**config.mk**
```make
export PLATFORM = sky130hd
export DESIGN_NAME = rcif_top
export DESIGN_NICKNAME = d
export VERILOG_FILES = /design/src/logic/rcif_pkg.sv /design/src/logic/rcif_cmd_filter.sv /design/src/logic/rcif_overload.sv /design/src/logic/rcif_top.sv
export SDC_FILE = /design/constraint.sdc
export NUM_CORES = 1
export LEC_CHECK = 0
export ABC_CLOCK_PERIOD_IN_PS = 3700
export BUFFER_PORTS_ARGS = -buffer_cell sky130_fd_sc_hd__buf_2
export CAP_MARGIN = 20
export CORE_ASPECT_RATIO = 0.7
export CORE_UTILIZATION = 50
export CTS_CLUSTER_DIAMETER = 100
export DETAILED_ROUTE_END_ITERATION = 8
export PLACE_DENSITY = 0.72
export SLEW_MARGIN = 5
export SYNTH_ARGS = -nofsm -noshare
export SYNTH_HDL_FRONTEND = slang
export SYNTH_SLANG_ARGS = --single-unit
```
**constraint.sdc**
```tcl
create_clock -name ref_clk -period 3.7 [get_ports ref_clk]
set_input_delay 0.185 -clock ref_clk [delete_from_list [all_inputs] [get_ports ref_clk]]
set_output_delay 0.185 -clock ref_clk [all_outputs]
set_load 0.01 [all_outputs]
```
**src/logic/rcif_pkg.sv**
```systemverilog
package rcif_pkg;

  // ----------------------------------------------------------------
  // Command inputs, one bit each on the contact pins
  // ----------------------------------------------------------------
  localparam int NUM_CMD = 9;
  localparam int CMD_AUTOMATIC_POWER_CONTROL_ON = 0;
  localparam int CMD_FIL_ON = 1;
  localparam int CMD_FIL_OFF = 2;
  localparam int CMD_HV_ON = 3;
  localparam int CMD_HV_OFF = 4;
  localparam int CMD_RAISE = 5;
  localparam int CMD_LOWER = 6;
  localparam int CMD_PRESET = 7;
  localparam int CMD_OVL_RST = 8;

  // ----------------------------------------------------------------
  // Timing
  // ----------------------------------------------------------------
  localparam int CLK_MHZ = 50;
  localparam int DEBOUNCE_US = 10;
  localparam int DEBOUNCE_CYC = DEBOUNCE_US * CLK_MHZ;
  localparam int DBC_W = 10;

  // ----------------------------------------------------------------
  // Register map (byte addresses) and fields
  // ----------------------------------------------------------------
  localparam logic [7:0] ADDR_CTRL = 8'h00;
  localparam logic [7:0] ADDR_STATUS = 8'h04;
  localparam logic [7:0] ADDR_POWER = 8'h08;
  localparam logic [7:0] ADDR_CMD = 8'h0c;
  localparam int CTRL_POL_BIT = 0;
  localparam int CTRL_RDIS_BIT = 1;
  localparam int CTRL_LOG_LSB = 2;
  localparam int CMD_AUTOMATIC_POWER_CONTROL_OFF_BIT = 0;
  localparam int NUM_METER = 5;
  localparam int PWR_W = 8;

  // ----------------------------------------------------------------
  // Values after reset, and the power level limits
  // ----------------------------------------------------------------
  localparam logic POL_RESET = 1'b0;
  localparam logic RDIS_RESET = 1'b0;
  localparam logic [4:0] LOG_RESET = 5'h00;
  localparam logic [7:0] POWER_RESET = 8'h80;
  localparam logic [7:0] POWER_MAX = 8'hff;
  localparam logic [7:0] POWER_MIN = 8'h00;

  // Overload order inside the four-bit vectors
  localparam int OVL_PLATE = 0;
  localparam int OVL_SCREEN = 1;
  localparam int OVL_GRID = 2;
  localparam int OVL_REFL = 3;

  // Plant sense inputs, high while true
  typedef struct packed {
    logic failsafe_closed;
    logic interlock_closed;
    logic blower_on;
    logic fil_contactor;
    logic hv_contactor;
    logic [3:0] overload_detect;
  } rcif_plant_s;

  // Status pins toward the remote unit, low while true
  typedef struct packed {
    logic automatic_power_control_n;
    logic fil_on_n;
    logic remote_dis_n;
    logic hv_on_n;
    logic [3:0] ovl_n;
    logic ovl_any_n;
    logic preset_n;
    logic failsafe_n;
    logic interlock_n;
    logic blower_n;
    logic fil_ctr_n;
    logic hv_ctr_n;
  } rcif_status_s;

endpackage

```
**src/logic/rcif_cmd_filter.sv**
```systemverilog
module rcif_cmd_filter (
  // Clock and reset
  input wire logic ref_clk,
  input wire logic rstn,
  // Contact pin and polarity
  input wire logic pin,
  input wire logic polarity_neg,
  // Cleaned command
  output logic asserted,
  output logic rise
);
  import rcif_pkg::*;

  logic sync1;
  logic sync2;
  logic [DBC_W-1:0] cnt;
  logic [DBC_W-1:0] next_cnt;
  logic next_asserted;
  logic next_rise;
  logic sample;

  // Two-stage synchroniser; only sync2 is read
  always_ff @(posedge ref_clk or negedge rstn) begin
    if (!rstn) begin
      sync1 <= 1'b0;
      sync2 <= 1'b0;
    end else begin
      sync1 <= pin;
      sync2 <= sync1;
    end
  end

  // Debounce: level must hold for the whole window
  // Changing polarity flips the sample and may look like a press
  always_comb begin
    sample = sync2 ^ polarity_neg;
    next_cnt = '0;
    next_asserted = asserted;
    next_rise = 1'b0;
    if (sample != asserted) begin
      if (cnt == DBC_W'(DEBOUNCE_CYC - 1)) begin
        next_asserted = sample;
        next_rise = sample;
      end else begin
        next_cnt = cnt + 1'b1;
      end
    end
  end

  always_ff @(posedge ref_clk or negedge rstn) begin
    if (!rstn) begin
      cnt <= '0;
      asserted <= 1'b0;
      rise <= 1'b0;
    end else begin
      cnt <= next_cnt;
      asserted <= next_asserted;
      rise <= next_rise;
    end
  end

endmodule

```
**src/logic/rcif_overload.sv**
```systemverilog
module rcif_overload (
  // Clock and reset
  input wire logic ref_clk,
  input wire logic rstn,
  // Detectors and clear
  input wire logic [3:0] detect,
  input wire logic clear,
  // Latched faults
  output logic [3:0] latched
);
  import rcif_pkg::*;

  logic [3:0] next_latched;

  // A fault present in the clear cycle stays latched
  always_comb begin
    next_latched = detect | (latched & ~{4{clear}});
  end

  always_ff @(posedge ref_clk or negedge rstn) begin
    if (!rstn) begin
      latched <= '0;
    end else begin
      latched <= next_latched;
    end
  end

endmodule

```
**src/logic/rcif_top.sv**
```systemverilog
// How it works
// - Polarity bit picks high-active or low-active contacts; high-active after reset.
// - Filament-off press turns filaments off and high voltage off too.
// - High-voltage-on press turns high voltage on and filaments on too.
// - Power-control-on press enables automatic power control.
// - High-voltage-off press turns high voltage off.
// - Raise press steps power level up by one.
// - Lower press steps power level down by one.
// - Preset on only while held, power control on, remote not disabled.
// - Releasing preset returns to full power with no other command.
// - Overload-reset press clears the latched overloads.
// - Power-control status pin low while power control is on.
// - Filament status pin low while filaments are enabled.
// - Remote-disabled pin low while remote commands are disabled.
// - High-voltage status pin low while high voltage is enabled.
// - Four overload pins, each low while its overload is latched.
// - Summary overload pin low while any overload is latched.
// - Preset status pin low while preset power is on.
// - Failsafe and interlock pins low while each loop is closed.
// - Blower pin low while the blower runs.
// - Contactor pins low while filament or high voltage contactor is energised.
// - Each meter sample has a log/linear select, linear after reset.
//
// Chosen here: register access over APB and the register offsets.
module rcif_top (
  // Clock and reset
  input wire logic ref_clk,
  input wire logic rstn,
  // APB slave
  input wire logic psel,
  input wire logic penable,
  input wire logic pwrite,
  input wire logic [7:0] paddr,
  input wire logic [31:0] pwdata,
  output logic [31:0] prdata,
  output logic pready,
  output logic pslverr,
  // Remote contacts and plant sense
  input wire logic [rcif_pkg::NUM_CMD-1:0] cmd_pin,
  input wire rcif_pkg::rcif_plant_s plant_pin,
  // Status pins toward the remote unit
  output rcif_pkg::rcif_status_s status_n,
  // Transmitter control
  output logic automatic_power_control,
  output logic fil_enable,
  output logic hv_enable,
  output logic preset_enable,
  output logic [rcif_pkg::PWR_W-1:0] power_level,
  output logic overload_clear,
  output logic [rcif_pkg::NUM_METER-1:0] meter_log
);
  import rcif_pkg::*;

  // ----------------------------------------------------------------
  // Declarations
  // ----------------------------------------------------------------
  logic [NUM_CMD-1:0] cmd_level;
  logic [NUM_CMD-1:0] cmd_rise;
  logic [NUM_CMD-1:0] cmd_go;
  rcif_plant_s plant_s1;
  rcif_plant_s plant_s2;
  logic [3:0] ovl_latched;
  logic polarity_neg;
  logic remote_dis;
  logic next_polarity_neg;
  logic next_remote_dis;
  logic [NUM_METER-1:0] next_meter_log;
  logic [31:0] next_prdata;
  logic next_pready;
  logic next_pslverr;
  logic setup;
  logic wr_fire;
  logic mapped;
  logic sw_automatic_power_control_off;
  logic sw_power_wr;
  logic next_automatic_power_control;
  logic next_fil_enable;
  logic next_hv_enable;
  logic next_preset_enable;
  logic [PWR_W-1:0] next_power_level;
  logic next_overload_clear;
  rcif_status_s next_status_n;

  // ----------------------------------------------------------------
  // Command inputs
  // ----------------------------------------------------------------
  // One filter per contact
  genvar gi;
  generate
    for (gi = 0; gi < NUM_CMD; gi++) begin : g_cmd
      rcif_cmd_filter u_filter (
        .ref_clk(ref_clk),
        .rstn(rstn),
        .pin(cmd_pin[gi]),
        .polarity_neg(polarity_neg),
        .asserted(cmd_level[gi]),
        .rise(cmd_rise[gi])
      );
    end
  endgenerate

  // Presses are dropped while remote control is disabled
  assign cmd_go = cmd_rise & {NUM_CMD{~remote_dis}};

  // Plant sense pins come from outside the clock domain
  always_ff @(posedge ref_clk or negedge rstn) begin
    if (!rstn) begin
      plant_s1 <= '0;
      plant_s2 <= '0;
    end else begin
      plant_s1 <= plant_pin;
      plant_s2 <= plant_s1;
    end
  end

  // Overload latches, cleared by the reset press
  rcif_overload u_overload (
    .ref_clk(ref_clk),
    .rstn(rstn),
    .detect(plant_s2.overload_detect),
    .clear(cmd_go[CMD_OVL_RST]),
    .latched(ovl_latched)
  );

  // ----------------------------------------------------------------
  // APB register file
  // ----------------------------------------------------------------
  // Answer is registered: pready rises in the first access cycle
  always_comb begin
    setup = psel & ~penable;
    wr_fire = psel & penable & pready & pwrite;
    mapped = (paddr == ADDR_CTRL) | (paddr == ADDR_STATUS) |
             (paddr == ADDR_POWER) | (paddr == ADDR_CMD);
    next_pready = setup;
    next_pslverr = setup & ~mapped;
    next_prdata = '0;
    if (setup && !pwrite) begin
      case (paddr)
        ADDR_CTRL: begin
          next_prdata[CTRL_POL_BIT] = polarity_neg;
          next_prdata[CTRL_RDIS_BIT] = remote_dis;
          next_prdata[CTRL_LOG_LSB +: NUM_METER] = meter_log;
        end
        ADDR_STATUS: begin
          next_prdata[0] = automatic_power_control;
          next_prdata[1] = fil_enable;
          next_prdata[2] = hv_enable;
          next_prdata[3] = preset_enable;
          next_prdata[7:4] = ovl_latched;
          next_prdata[8] = plant_s2.failsafe_closed;
          next_prdata[9] = plant_s2.interlock_closed;
          next_prdata[10] = plant_s2.blower_on;
          next_prdata[11] = plant_s2.fil_contactor;
          next_prdata[12] = plant_s2.hv_contactor;
          next_prdata[13] = remote_dis;
        end
        ADDR_POWER: begin
          next_prdata[PWR_W-1:0] = power_level;
        end
        default: begin
          next_prdata = '0;
        end
      endcase
    end
  end

  always_ff @(posedge ref_clk or negedge rstn) begin
    if (!rstn) begin
      prdata <= '0;
      pready <= 1'b0;
      pslverr <= 1'b0;
    end else begin
      prdata <= next_prdata;
      pready <= next_pready;
      pslverr <= next_pslverr;
    end
  end

  // Writable configuration; writes land on the pready edge only
  always_comb begin
    next_polarity_neg = polarity_neg;
    next_remote_dis = remote_dis;
    next_meter_log = meter_log;
    sw_automatic_power_control_off = 1'b0;
    sw_power_wr = 1'b0;
    if (wr_fire) begin
      case (paddr)
        ADDR_CTRL: begin
          next_polarity_neg = pwdata[CTRL_POL_BIT];
          next_remote_dis = pwdata[CTRL_RDIS_BIT];
          next_meter_log = pwdata[CTRL_LOG_LSB +: NUM_METER];
        end
        ADDR_POWER: begin
          sw_power_wr = 1'b1;
        end
        ADDR_CMD: begin
          sw_automatic_power_control_off = pwdata[CMD_AUTOMATIC_POWER_CONTROL_OFF_BIT];
        end
        default: begin
          sw_power_wr = 1'b0;
        end
      endcase
    end
  end

  always_ff @(posedge ref_clk or negedge rstn) begin
    if (!rstn) begin
      polarity_neg <= POL_RESET;
      remote_dis <= RDIS_RESET;
      meter_log <= LOG_RESET;
    end else begin
      polarity_neg <= next_polarity_neg;
      remote_dis <= next_remote_dis;
      meter_log <= next_meter_log;
    end
  end

  // ----------------------------------------------------------------
  // Transmitter control state
  // ----------------------------------------------------------------
  // Off commands beat on commands in the same cycle for filament and high voltage; the power-control-on press beats the software off
  always_comb begin
    next_automatic_power_control = automatic_power_control;
    if (cmd_go[CMD_AUTOMATIC_POWER_CONTROL_ON]) begin
      next_automatic_power_control = 1'b1;
    end else if (sw_automatic_power_control_off) begin
      next_automatic_power_control = 1'b0;
    end
    next_hv_enable = hv_enable;
    if (cmd_go[CMD_HV_OFF] || cmd_go[CMD_FIL_OFF]) begin
      next_hv_enable = 1'b0;
    end else if (cmd_go[CMD_HV_ON]) begin
      next_hv_enable = 1'b1;
    end
    next_fil_enable = fil_enable;
    if (cmd_go[CMD_FIL_OFF]) begin
      next_fil_enable = 1'b0;
    end else if (cmd_go[CMD_FIL_ON] || cmd_go[CMD_HV_ON]) begin
      next_fil_enable = 1'b1;
    end
    // Held level, so release drops straight back to full power
    next_preset_enable = cmd_level[CMD_PRESET] & automatic_power_control & ~remote_dis;
    next_overload_clear = cmd_go[CMD_OVL_RST];
    // Steps saturate; a software write wins over a press
    next_power_level = power_level;
    if (sw_power_wr) begin
      next_power_level = pwdata[PWR_W-1:0];
    end else if (cmd_go[CMD_RAISE] && !cmd_go[CMD_LOWER] && power_level != POWER_MAX) begin
      next_power_level = power_level + 1'b1;
    end else if (cmd_go[CMD_LOWER] && !cmd_go[CMD_RAISE] && power_level != POWER_MIN) begin
      next_power_level = power_level - 1'b1;
    end
  end

  always_ff @(posedge ref_clk or negedge rstn) begin
    if (!rstn) begin
      automatic_power_control <= 1'b0;
      fil_enable <= 1'b0;
      hv_enable <= 1'b0;
      preset_enable <= 1'b0;
      overload_clear <= 1'b0;
      power_level <= POWER_RESET;
    end else begin
      automatic_power_control <= next_automatic_power_control;
      fil_enable <= next_fil_enable;
      hv_enable <= next_hv_enable;
      preset_enable <= next_preset_enable;
      overload_clear <= next_overload_clear;
      power_level <= next_power_level;
    end
  end

  // ----------------------------------------------------------------
  // Status pins, low while true
  // ----------------------------------------------------------------
  always_comb begin
    next_status_n.automatic_power_control_n = ~automatic_power_control;
    next_status_n.fil_on_n = ~fil_enable;
    next_status_n.remote_dis_n = ~remote_dis;
    next_status_n.hv_on_n = ~hv_enable;
    next_status_n.ovl_n = ~ovl_latched;
    next_status_n.ovl_any_n = ~(|ovl_latched);
    next_status_n.preset_n = ~preset_enable;
    next_status_n.failsafe_n = ~plant_s2.failsafe_closed;
    next_status_n.interlock_n = ~plant_s2.interlock_closed;
    next_status_n.blower_n = ~plant_s2.blower_on;
    next_status_n.fil_ctr_n = ~plant_s2.fil_contactor;
    next_status_n.hv_ctr_n = ~plant_s2.hv_contactor;
  end

  // Everything off shows as high pins during reset
  always_ff @(posedge ref_clk or negedge rstn) begin
    if (!rstn) begin
      status_n <= '1;
    end else begin
      status_n <= next_status_n;
    end
  end
endmodule

```
==> impl_metrics.env <==
export IMPL_synth_cells=729
export IMPL_hold_viol_final=0
export IMPL_wl_mm=15.2
export IMPL_multi_input_area_um2=3090
export IMPL_nets=933
export IMPL_max_stage_delay_ns=0.61
export IMPL_die_w_um=155
export IMPL_critical_path_class="flip-flop to flip-flop"
export IMPL_dr_wl_met2_mm=6.61
export IMPL_crit_slowest_cell="or4b_2"
export IMPL_met3WireLength_um=674
export IMPL_clockBufferDepth=2
export IMPL_antenna_found_initial=0
export IMPL_worstPathMaxFanout=8
export IMPL_rsz0062_at_grt="no"
export IMPL_synth_most_common_cell="dfrtp_1"
export IMPL_yosys_top_cells_count="182 x dfrtp_1, 120 x nor2_1, 51 x nand2_1"
export IMPL_finalWeightedCongestion=0.866
export IMPL_synth_edf_count=0
export IMPL_ys_seq_elements=198
export IMPL_synth_xor_area_share_pct=9.56
export IMPL_grt_overflow_total=0
export IMPL_vias=5315
export IMPL_synth_adder_area_share_pct=2.67
export IMPL_grtUsageTotal_pct=19.8
export IMPL_worstMarginPinSlew_ns=0.775
export IMPL_hp_class="primary input to flip-flop"
export IMPL_yosys_most_used_dff="dfrtp_1"
export IMPL_cts_resized=0
export IMPL_cp_cell_sequence="nand4_1 > o211a_1 > inv_1 > fa_1 > a21o_1 > a21oi_1 > or4b_2 > a41o_1 > a31oi_1"
export IMPL_end_kind="flip-flop"
export IMPL_finalSetupViolCount=0
export IMPL_placementRows=38
export IMPL_root_buffer="clkbuf_16"
export IMPL_worstPathArrival_ns=3.15
export IMPL_ys_warn_count=0
export IMPL_cts_sinks=198
export IMPL_finalPower_uw=4320
export IMPL_synthSimpleGateAreaFrac_pct=18.2
export IMPL_grt_pass1_vias=5279
export IMPL_cp_top_family="compound AO/OA/AOI/OAI gates"
export IMPL_initial_utilization_pct=52.2
export IMPL_first_iter_violations=428
export IMPL_period_minus_slack_ns=2.79
export IMPL_peakVddDrop_mv=0.262
export IMPL_grt_pass1_wl_mm=25.8
export IMPL_synthArstFlopShare_pct=100
export IMPL_io_pins=130
export IMPL_r2r_start="power_level[7]"
export IMPL_skew_ns=0.00910
export IMPL_dpl_hpwl_mm=10.2
export IMPL_final_util_pct=61.6
export IMPL_drtPass1Iterations=5
export IMPL_fin_tns_setup_ns=0
export IMPL_cts_tree="built"
export IMPL_slew_headroom_pct=48.3
export IMPL_cp_required_ns=4.05
export IMPL_holdPathEnd="meter_log[2]"
export IMPL_critPathBufInv=1
export IMPL_layout_cells_non_filler=1086
export IMPL_wire_per_inst_um=14.0
export IMPL_clk_latency_ns=0.43
export IMPL_finalCritPeriodShare_pct=75.5
export IMPL_die_area_um2=17000
export IMPL_maxCapViolCount=0
export IMPL_port_buffers=87
export IMPL_grt_max_degree=100
export IMPL_drt_antenna_violating_nets=0
export IMPL_htree_levels=4
export IMPL_hold_path_cell_count=2
export IMPL_synth_compound_area_share_pct=4.21
export IMPL_synth_mux_area_fraction_pct=1.99
export IMPL_vias_per_cell=4.89
export IMPL_dieHeight_um=109
export IMPL_outcome="finished clean"
export IMPL_clock_fmax_mhz=358
export IMPL_yosysTopAreaCell="dfrtp_1"
export IMPL_syn_to_final_growth_pct=18.0
export IMPL_final_cell_area_um2=9720
export IMPL_maxSlewViolCount=0
export IMPL_synth_cell_types=51
export IMPL_powerDensity_nw_per_um2=444
export IMPL_leakagePower_uw=0.00454
export IMPL_fillers=1283
export IMPL_start_kind="flip-flop"
export IMPL_antennaDiodeCount=0
export IMPL_min_from="pwdata[4]"
export IMPL_place_inst=1030
export IMPL_wl_met1_mm=7.79
export IMPL_rr_worst_depth=9
export IMPL_drive_gt1_share_pct=18.0
export IMPL_drc=0
export IMPL_top_layer="met4"
export IMPL_synth_area_leaders="dfrtp_1 55%, nor2_1 5.5%, dfstp_2 5.1%"
export IMPL_yosys_area_top_type_share_pct=55.3
export IMPL_ys_seq_area_share_pct=60.4
export IMPL_syn_area_per_cell_um2=11.3
export IMPL_synth_top_family_by_area="simple AND/OR/NAND/NOR gates"
export IMPL_cts_buffers=17
export IMPL_r2r_slack_ns=0.91
export IMPL_r2r_end="power_level[6]"
export IMPL_netlist_area_um2=8240
export IMPL_clkTransAtPathRegs_ns=0.07
export IMPL_place_area_um2=8880
export IMPL_design_core_area_um2=15800
export IMPL_ff_latch_area_um2=4970
==> registers in the layout (all words and copies together), names as in the netlist, 8 cells and up <==
register / count
plant_s1: 9
g_cmd.u_filter.sync1: 9
g_cmd.u_filter.sync2: 9
g_cmd.u_filter.rise: 8
plant_s2: 9
g_cmd.u_filter.asserted: 9
status_n: 15
g_cmd.u_filter.cnt: 90
prdata: 14
power_level: 8
==> metal layers <==
metal	track usage, %	vias to the layer above
li1	-	2660
met1	28.5	2539
met2	29.8	102
met3	4.85	14
met4	6.30	0
met5	0	-
==> power by group <==
part	leakage (uW)	internal (uW)	switching, uW
sequential	0.00254	2210	33.3
combinational	0.00171	77.5	116
clock	0.000289	1040	843
total	0.00454	3330	993
==> cells in the final DEF (no fill, tap or decap), types with 3 or more instances in the layout <==
cell / count
o21ai_0: 15
a31oi_1: 5
xor2_1: 48
mux2_2: 7
a21o_1: 7
a21oi_1: 21
nor2_1: 120
dlygate4sd3_1: 24
nand3_1: 33
clkbuf_16: 17
nor4b_1: 6
inv_6: 6
buf_2: 86
clkinvlp_4: 3
or3_1: 6
nor3_1: 9
and2_1: 17
nor4_1: 3
dfstp_2: 16
nor2b_1: 3
xnor2_1: 42
nand2b_1: 5
nand4_1: 22
or2_2: 5
ha_1: 16
mux2i_1: 7
and4_1: 6
nand2_1: 51
and3_1: 11
dfrtp_1: 182
inv_1: 19
conb_1: 18
==> final cells by class <==
cell class | count | area share (%)
inverter | 19 | 0.733
multi-input combinational | 504 | 31.8
timing repair buffer | 113 | 7.32
sequential | 198 | 51.2
tap | 220 | 2.83
clock buffer | 18 | 4.52
clock inverter | 14 | 1.67
==> cells by family (layout without fill, tap and decap cells) <==
family,Yosys count,count (layout)
AO/OA/AOI/OAI,57,57
buffers and inverters,44,164
other,1,18
AND/OR/NAND/NOR,307,307
multiplexers,15,15
XOR/XNOR,90,90
flip-flops,198,198
adder cells (fa/ha/maj),17,17
==> metrics by stage <==
step	hold WS, ns	worst slack (ns)
floorplan	-0.111	1.15
global placement	0.293	0.984
detailed placement	0.295	0.933
CTS	0.00941	0.902
global route	0.00759	0.757
finish	0.0306	0.906
==> worst max path at each step <==
stage	startpoint	end	slack (ns)	cells past startpoint
after floorplan	power_level[7]	power_level[6]	1.15	9
after global placement	power_level[7]	power_level[6]	0.98	9
after detailed placement	power_level[7]	power_level[6]	0.93	9
after CTS	power_level[7]	power_level[6]	0.90	9
after global routing	power_level[7]	power_level[7]	0.76	9
final	power_level[7]	power_level[6]	0.91	9
==> repair_timing <==
action,in CTS,in global routing
hold buffers,24,0
endpoints found under the hold margin,110,0
setup buffers,0,0
Power figures use the tool's default switching activity.
